$ cat config.mk
export PLATFORM = sky130hd
export DESIGN_NAME = drob_buffer
export DESIGN_NICKNAME = d
export VERILOG_FILES = /design/src/drob_pkg.sv /design/src/drob_rate_div.sv /design/src/drob_buffer.sv
export VERILOG_INCLUDE_DIRS = /design/src
export SDC_FILE = /design/constraint.sdc
export NUM_CORES = 2
export LEC_CHECK = 0
export BUFFER_PORTS_ARGS = -buffer_cell sky130_fd_sc_hd__buf_2
export CORE_MARGIN = 2
export CORE_UTILIZATION = 36
export CTS_CLUSTER_SIZE = 25
export DETAILED_ROUTE_END_ITERATION = 10
export HOLD_SLACK_MARGIN = 0.08
export SKIP_CTS_REPAIR_TIMING = 1
export SYNTH_ARGS = -nofsm -noshare
export SYNTH_HDL_FRONTEND = slang
export SYNTH_HIERARCHICAL = 1
export SYNTH_SLANG_ARGS = --single-unit
$ cat constraint.sdc
create_clock -name clock -period 25.1 [get_ports clock]
set_clock_uncertainty 0.1 [all_clocks]
set_input_delay 0 -clock clock [delete_from_list [all_inputs] [get_ports clock]]
set_output_delay 0 -clock clock [all_outputs]
set_load 0.02 [all_outputs]
$ cat src/drob_map.svh
// Constants for the detection report output buffer: sizes, field positions and timing counts.
// Assumes one 250 MHz clock and that interval timing strobes come from logic on that clock.
//
// Summary of operation
// - At interval start, the azimuth/prf header word is strobed into the first stage.
// - After the header, only report words with a crossing strobe are loaded.
// - The capture register is the first stage of a 40 by 32 shift register.
// - Each loaded report word pushes the earlier words one place down.
// - Header plus 38 reports fit; further reports are lost and set status bit 0.
// - At interval end a 1.3 MHz clock shifts words until the header reaches the end.
// - With the header at the output end, a data request pulse offers it.
// - Each acknowledge advances the output register one word and, except after the last word, issues another request.
// - Requests repeat until the output register is empty, then stop.
// - An interval ending before the output register is empty sets status bit 1.
// - The input register keeps collecting the next interval while the output drains.
// - Output data and request pulses also go to a test port, whose acknowledge is used only when the selector picks it.
// - A selector picks the acknowledge source; the processor computer is the normal setting.
// - Reports carry delayed magnitude, per-interval range-gate count and filter number 0 to 7.
// - The header carries both loss status bits of the previous interval.
`ifndef DROB_MAP_SVH
`define DROB_MAP_SVH

`define DROB_WORD_BITS 32
`define DROB_DEPTH 40
`define DROB_MAX_WORDS 39
`define DROB_FILTERS 8
`define DROB_AZ_BITS 12
`define DROB_PRF_BITS 2
`define DROB_RANGE_BITS 10
`define DROB_MAG_BITS 16
`define DROB_VEL_BITS 3
`define DROB_STAT_OVERFLOW 0
`define DROB_STAT_LATE 1
`define DROB_CLK_HZ 250000000
`define DROB_XFER_HZ 1300000
// Longest period that still keeps the rate at or above 1.3 MHz, rounded down.
`define DROB_XFER_DIV (`DROB_CLK_HZ / `DROB_XFER_HZ)

`endif

$ cat src/drob_pkg.sv
// Types for the detection report output buffer.
// Assumes drob_map.svh is on the include path.
`include "drob_map.svh"

package drob_pkg;

    typedef struct packed {
        logic [`DROB_WORD_BITS-`DROB_AZ_BITS-`DROB_PRF_BITS-3:0] spare;
        logic [1:0] lossStatus;
        logic [`DROB_PRF_BITS-1:0] prf;
        logic [`DROB_AZ_BITS-1:0] azimuth;
    } drob_header_s;

    typedef struct packed {
        logic [`DROB_WORD_BITS-`DROB_VEL_BITS-`DROB_RANGE_BITS-`DROB_MAG_BITS-1:0] spare;
        logic [`DROB_VEL_BITS-1:0] velocity;
        logic [`DROB_RANGE_BITS-1:0] range;
        logic [`DROB_MAG_BITS-1:0] strength;
    } drob_report_s;

    typedef enum logic [1:0] {
        DROB_IDLE,
        DROB_ALIGN,
        DROB_OFFER,
        DROB_WAIT
    } drob_drain_e;

endpackage

$ cat src/drob_rate_div.sv
// Divider giving a one-cycle enable at the transfer rate.
// Assumes the single system clock; the enable is used by the drain logic only.
`include "drob_map.svh"

module drob_rate_div #(
    parameter int DIV = `DROB_XFER_DIV
) (
    input wire logic clock,
    input wire logic rst_b,
    output logic tick
);

    logic [15:0] count;
    wire logic atEnd = (count == 16'(DIV - 1));

    // Free-running count; the tick phase is arbitrary with respect to interval end.
    always_ff @(posedge clock) begin
        if (!rst_b) begin
            count <= 16'h0000;
            tick <= 1'b0;
        end else begin
            count <= atEnd ? 16'h0000 : count + 16'h0001;
            tick <= atEnd;
        end
    end

endmodule

$ cat src/drob_buffer.sv
// Detection report output buffer: input shift register, output register and request handshake.
// Assumes interval, filter and crossing strobes come from logic on this clock; acknowledges
// and the source selector come from pins and are synchronised here.
`include "drob_map.svh"

module drob_buffer #(
    parameter int DEPTH = `DROB_DEPTH,
    parameter int MAX_WORDS = `DROB_MAX_WORDS,
    parameter int XFER_DIV = `DROB_XFER_DIV
) (
    input wire logic clock,
    input wire logic rst_b,
    input wire logic intervalStart,
    input wire logic intervalEnd,
    input wire logic [`DROB_AZ_BITS-1:0] azimuth,
    input wire logic [`DROB_PRF_BITS-1:0] prf,
    input wire logic filterTick,
    input wire logic [`DROB_MAG_BITS-1:0] delayedMagnitude,
    input wire logic thresholdCrossingStrobe,
    input wire logic processorAck,
    input wire logic testAck,
    input wire logic ackFromTest,
    output logic [`DROB_WORD_BITS-1:0] outputWord,
    output logic inputDataRequest,
    output logic [`DROB_WORD_BITS-1:0] testWord,
    output logic testDataRequest,
    output logic overflowStatus,
    output logic lateStatus,
    output logic draining
);

    ////////////////////////////////////////////////////////////////////////////////
    // Pin synchronisers and acknowledge selection.

    logic [1:0] procSync;
    logic [1:0] testSync;
    logic [1:0] selSync;
    logic ackLast;
    // Selection after the second flop; a switch moved mid-frame while the two acknowledges differ can fake an edge.
    // ack source select
    wire logic ackNow = selSync[1] ? testSync[1] : procSync[1];
    wire logic ackRise = ackNow && !ackLast;

    always_ff @(posedge clock) begin
        if (!rst_b) begin
            procSync <= 2'h0;
            testSync <= 2'h0;
            selSync <= 2'h0;
            ackLast <= 1'b0;
        end else begin
            procSync <= {procSync[0], processorAck};
            testSync <= {testSync[0], testAck};
            selSync <= {selSync[0], ackFromTest};
            ackLast <= ackNow;
        end
    end

    ////////////////////////////////////////////////////////////////////////////////
    // Report fields: filter number and range-gate count.

    logic [`DROB_VEL_BITS-1:0] filterNum;
    logic [`DROB_RANGE_BITS-1:0] rangeGate;
    wire logic gateDone = filterTick && (filterNum == `DROB_VEL_BITS'(`DROB_FILTERS - 1));

    always_ff @(posedge clock) begin
        if (!rst_b || intervalStart) begin
            filterNum <= '0;
            rangeGate <= '0;
        end else if (filterTick) begin
            filterNum <= filterNum + `DROB_VEL_BITS'(1);
            if (gateDone) begin
                rangeGate <= rangeGate + `DROB_RANGE_BITS'(1);
            end
        end
    end

    drob_pkg::drob_report_s report;
    drob_pkg::drob_header_s header;

    assign report = '{spare: '0, velocity: filterNum, range: rangeGate,
                      strength: delayedMagnitude};
    assign header = '{spare: '0, lossStatus: {lateStatus, overflowStatus}, prf: prf,
                      azimuth: azimuth};

    ////////////////////////////////////////////////////////////////////////////////
    // Input shift register; entry 0 is the capture stage.

    logic [`DROB_WORD_BITS-1:0] inReg [DEPTH];
    logic [5:0] inCount;
    wire logic inFull = (inCount >= 6'(MAX_WORDS));
    wire logic loadReport = thresholdCrossingStrobe && !intervalStart && !inFull;
    wire logic lostReport = thresholdCrossingStrobe && !intervalStart && inFull;
    wire logic loadAny = intervalStart || loadReport;

    // shift on each load; runs regardless of the drain.
    always_ff @(posedge clock) begin
        if (loadAny) begin
            for (int i = DEPTH - 1; i > 0; i--) begin
                inReg[i] <= inReg[i - 1];
            end
            inReg[0] <= intervalStart ? `DROB_WORD_BITS'(header) : `DROB_WORD_BITS'(report);
        end
    end

    always_ff @(posedge clock) begin
        if (!rst_b) begin
            inCount <= 6'h00;
        end else if (intervalStart) begin
            inCount <= 6'h01;
        end else if (loadReport) begin
            inCount <= inCount + 6'h01;
        end
    end

    ////////////////////////////////////////////////////////////////////////////////
    // Loss status; a new event in the capture cycle wins over the clear.

    logic [5:0] outCount;
    wire logic lateEvent = intervalEnd && (draining || outCount != 6'h00);

    always_ff @(posedge clock) begin
        if (!rst_b) begin
            overflowStatus <= 1'b0;
            lateStatus <= 1'b0;
        end else begin
            overflowStatus <= lostReport || (overflowStatus && !intervalStart);
            lateStatus <= lateEvent || (lateStatus && !intervalStart);
        end
    end

    ////////////////////////////////////////////////////////////////////////////////
    // Output register and drain handshake.

    logic xferTick;

    drob_rate_div #(
        .DIV(XFER_DIV)
    ) rateDiv (
        .clock(clock),
        .rst_b(rst_b),
        .tick(xferTick)
    );

    logic [`DROB_WORD_BITS-1:0] outReg [DEPTH];
    logic [5:0] alignLeft;
    drob_pkg::drob_drain_e state;
    drob_pkg::drob_drain_e next_state;
    wire logic shiftOut = (state == drob_pkg::DROB_ALIGN && xferTick && alignLeft != 6'h00)
                          || (state == drob_pkg::DROB_WAIT && ackRise);

    // A late interval overwrites what is still waiting; the lost words are flagged, not kept.
    always_ff @(posedge clock) begin
        if (intervalEnd) begin
            outReg <= inReg;
        end else if (shiftOut) begin
            for (int i = DEPTH - 1; i > 0; i--) begin
                outReg[i] <= outReg[i - 1];
            end
            outReg[0] <= '0;
        end
    end

    always_comb begin
        next_state = state;
        unique case (state)
            drob_pkg::DROB_IDLE: next_state = drob_pkg::DROB_IDLE;
            drob_pkg::DROB_ALIGN: if (alignLeft == 6'h00) next_state = drob_pkg::DROB_OFFER;
            drob_pkg::DROB_OFFER: next_state = drob_pkg::DROB_WAIT;
            drob_pkg::DROB_WAIT: begin
                if (ackRise) begin
                    next_state = (outCount == 6'h01) ? drob_pkg::DROB_IDLE
                                                     : drob_pkg::DROB_OFFER;
                end
            end
        endcase
        if (intervalEnd) begin
            next_state = drob_pkg::DROB_ALIGN;
        end
    end

    always_ff @(posedge clock) begin
        if (!rst_b) begin
            state <= drob_pkg::DROB_IDLE;
            outCount <= 6'h00;
            alignLeft <= 6'h00;
        end else begin
            state <= next_state;
            if (intervalEnd) begin
                outCount <= inCount;
                alignLeft <= 6'(DEPTH) - inCount;
            end else begin
                if (shiftOut && state == drob_pkg::DROB_ALIGN) begin
                    alignLeft <= alignLeft - 6'h01;
                end
                if (shiftOut && state == drob_pkg::DROB_WAIT) begin
                    outCount <= outCount - 6'h01;
                end
            end
        end
    end

    // Request pulse and data both leave from flops; the test port mirrors them.
    always_ff @(posedge clock) begin
        if (!rst_b) begin
            outputWord <= '0;
            testWord <= '0;
            inputDataRequest <= 1'b0;
            testDataRequest <= 1'b0;
            draining <= 1'b0;
        end else begin
            outputWord <= outReg[DEPTH - 1];
            testWord <= outReg[DEPTH - 1];
            inputDataRequest <= (state == drob_pkg::DROB_OFFER) && !intervalEnd;
            testDataRequest <= (state == drob_pkg::DROB_OFFER) && !intervalEnd;
            draining <= (next_state != drob_pkg::DROB_IDLE);
        end
    end

endmodule

==> results.json <==
{
  "n_fill_cell": 21070,
  "startpoint": "alignLeft[0]$_SDFFE_PN0P_",
  "grt_pass1_vias": 36080,
  "fin_area_mm2": 0.09924,
  "synth-async-reset-ratio_pct": 0,
  "cellLeakagePower_nw": 33.78,
  "critPathCaptureType": "register",
  "synth.most_common_cell": "edfxtp_1",
  "routed_wl_um": 108100,
  "layout_setup_ws_ps": 19120,
  "status": "finished clean",
  "min_path_type": "input pin to register",
  "rsz0062_at_grt": "false",
  "cts_buffer_depth": 3,
  "grt-ovfl-total": 0,
  "synthTopCellsByArea": "edfxtp_1 80%, mux2_2 15%, dfxtp_1 2.1%",
  "synth_flop_cell": "edfxtp_1",
  "tightest_slew_ps": 1138,
  "clock_latency_ps": 830,
  "dieArea_mm2": 0.2466,
  "final_nets": 4378,
  "htree_levels": 4,
  "via_per_inst": 4.486,
  "ant_nets": 0,
  "clock_sinks": 2410,
  "powerDensity_mw_per_mm2": 87.61,
  "yosys_warnings": 6,
  "synth_common_cells": "2320 x edfxtp_1, 1150 x mux2_2, 114 x buf_2",
  "antenna_found_initial": 2,
  "post-place-ws_ps": 18940,
  "hold_path_startpoint": "intervalEnd",
  "root_buffer": "clkbuf_16",
  "required_ps": 25450,
  "port_buffers": 101,
  "drt-met1-wl_um": 51320,
  "wl_per_cell_um": 14.03,
  "finalSetupViolations": 0,
  "worst_r2r_startpoint": "alignLeft[0]$_SDFFE_PN0P_",
  "synth-edff-count": 2320,
  "grt_max_degree": 156,
  "synth_area_per_cell_um2": 21.54,
  "worst_setup_path_start_kind": "register",
  "drt_pass1_iterations": 4,
  "io_pins": 108,
  "clk_pin_slew_ps": 60,
  "post-route-period-util_pct": 23.83,
  "syn2layout_area_growth_pct": 13.60,
  "peakVddDrop_mv": 0.05933,
  "setup-tns-final_ps": 0,
  "fmax_mhz": 167.2,
  "top_layer": "met4",
  "arrival_ps": 6330,
  "synth_seq_cells": 2410,
  "numCtsBuffers": 227,
  "crit_fanout": 68,
  "core_area_mm2": 0.2410,
  "drt_iter0_drc": 2540,
  "netlist_area_mm2": 0.08736,
  "yosysTopAreaCell": "edfxtp_1",
  "num_rows": 180,
  "synth_cell_types": 48,
  "die_x_um": 496.6,
  "die_h_um": 496.6,
  "num_vias": 34560,
  "fin_crit_ps": 5983,
  "start_util_pct": 36.25,
  "netlist.area_leader.share_pct": 79.75,
  "met2_length_um": 49790,
  "critical_path_class": "register to register",
  "gr-usage-all-layers_pct": 8.683,
  "grt_pass1_wl_um": 180400,
  "gp_congestion": 0.6511,
  "post-route-drc-count": 0,
  "drv_cap": 0,
  "drive_gt1_share_pct": 35.62,
  "place_area_mm2": 0.09131,
  "synthCells": 4056,
  "max_slew_margin_pct": 24.11,
  "wl_met3_um": 4273,
  "cts_tree": "done",
  "yosysSeqAreaShare_pct": 81.81,
  "slew_viol_final": 0,
  "dp_hpwl_um": 50190,
  "finalHoldViolCount": 0
}
[stage by stage]
| step | total power [mW] | hold slack [ps] | instances | utilization, % |
|---|---|---|---|---|
| 2_1_floorplan | 5.488 | 27.29 | 4061 | - |
| 3_3_place_gp | 5.463 | 107.9 | 7208 | 37.89 |
| 3_5_place_dp | 5.501 | 109.5 | 7208 | 37.89 |
| 4_1_cts | 8.824 | -817.7 | 7625 | 40.86 |
| 5_1_grt | 9.061 | 199.4 | 7703 | 41.18 |
| 6_report | 8.694 | 154.9 | 7703 | 41.18 |
[report_power, final]
part           internal (mW)  switching [mW]  leakage, nW
sequential              4.89           0.123         24.0
combinational          0.211           0.188         6.28
clock                   1.87            1.42         3.48
total                   6.97            1.73         33.8
[flip-flops by register name (all words and copies together) (netlist names), 2 cells and up]
register	cells
selSync	2
outReg	1160
testSync	2
outCount	6
procSync	2
testWord	29
alignLeft	6
rangeGate	10
rateDiv/count	16
filterNum	3
state	2
inCount	6
inReg	1160
[worst paths after layout]
check / end / slack [ps] / cells after the start
worst max-delay path: outReg[615]$_DFFE_PP_ / 19120 / 8
worst min-delay path: state[0]$_SDFF_PN0_ / 150 / 4
worst max register to register: outReg[615]$_DFFE_PP_ / 19120 / 8
worst min register to register: inReg[752]$_DFFE_PP_ / 320 / 0
[cells by family after synthesis]
family / after synthesis / synth area share, %
compound gates: 42 / 0.3265
xor+xnor: 35 / 0.3509
fa+ha+maj: 10 / 0.1432
buf+inv: 203 / 1.199
flops: 2410 / 81.81
mux: 1154 / 14.87
other cells: 1 / 0.004293
simple gates: 201 / 1.298
[worst max-delay path, stage by stage (launching register included)]
cell and delay [ps]:
dfxtp_1 440, inv_1 70, ha_1 270, a31oi_1 450, or3_4 820, buf_4 830, buf_4 820, buf_4 780
buf_4 740
[cell usage in the layout (no fill, tap or decap), drive strengths merged, types with 4 or more instances in the layout]
cell type,n
edfxtp,2320
mux2,1150
clkbuf,285
buf,145
clkinv,99
dfxtp,90
dlygate4sd3,77
and2,66
nor2,47
inv,29
xnor2,22
nand2,18
bufinv,17
a21oi,14
xor2,13
nand3,13
nor2b,12
ha,10
o21ai,9
nor3,9
nand4,8
nor4,7
clkinvlp,7
conb,6
a211oi,4
a31oi,4
nand4b,4
mux2i,4
[layout make-up]
type / count / area, um2 / area share (%)
Multi-Input combinational cell: 1448 / 14880 / 15.00
Timing Repair Buffer: 222 / 1672 / 1.684
Inverter: 20 / 75.07 / 0.07564
Sequential cell: 2410 / 71470 / 72.01
Clock buffer: 285 / 6026 / 6.072
Tap cell: 3185 / 3985 / 4.015
Clock inverter: 132 / 1131 / 1.140
Antenna cell: 1 / 2.502 / 0.002521
[per-layer routing]
layer / vias up / track usage, %
met3: 215 / 2.079
met1: 17430 / 11.71
met5: - / 0
li1: 16480 / -
met4: 0 / 3.130
met2: 435 / 13.71
(Power assumes the default switching activity.)
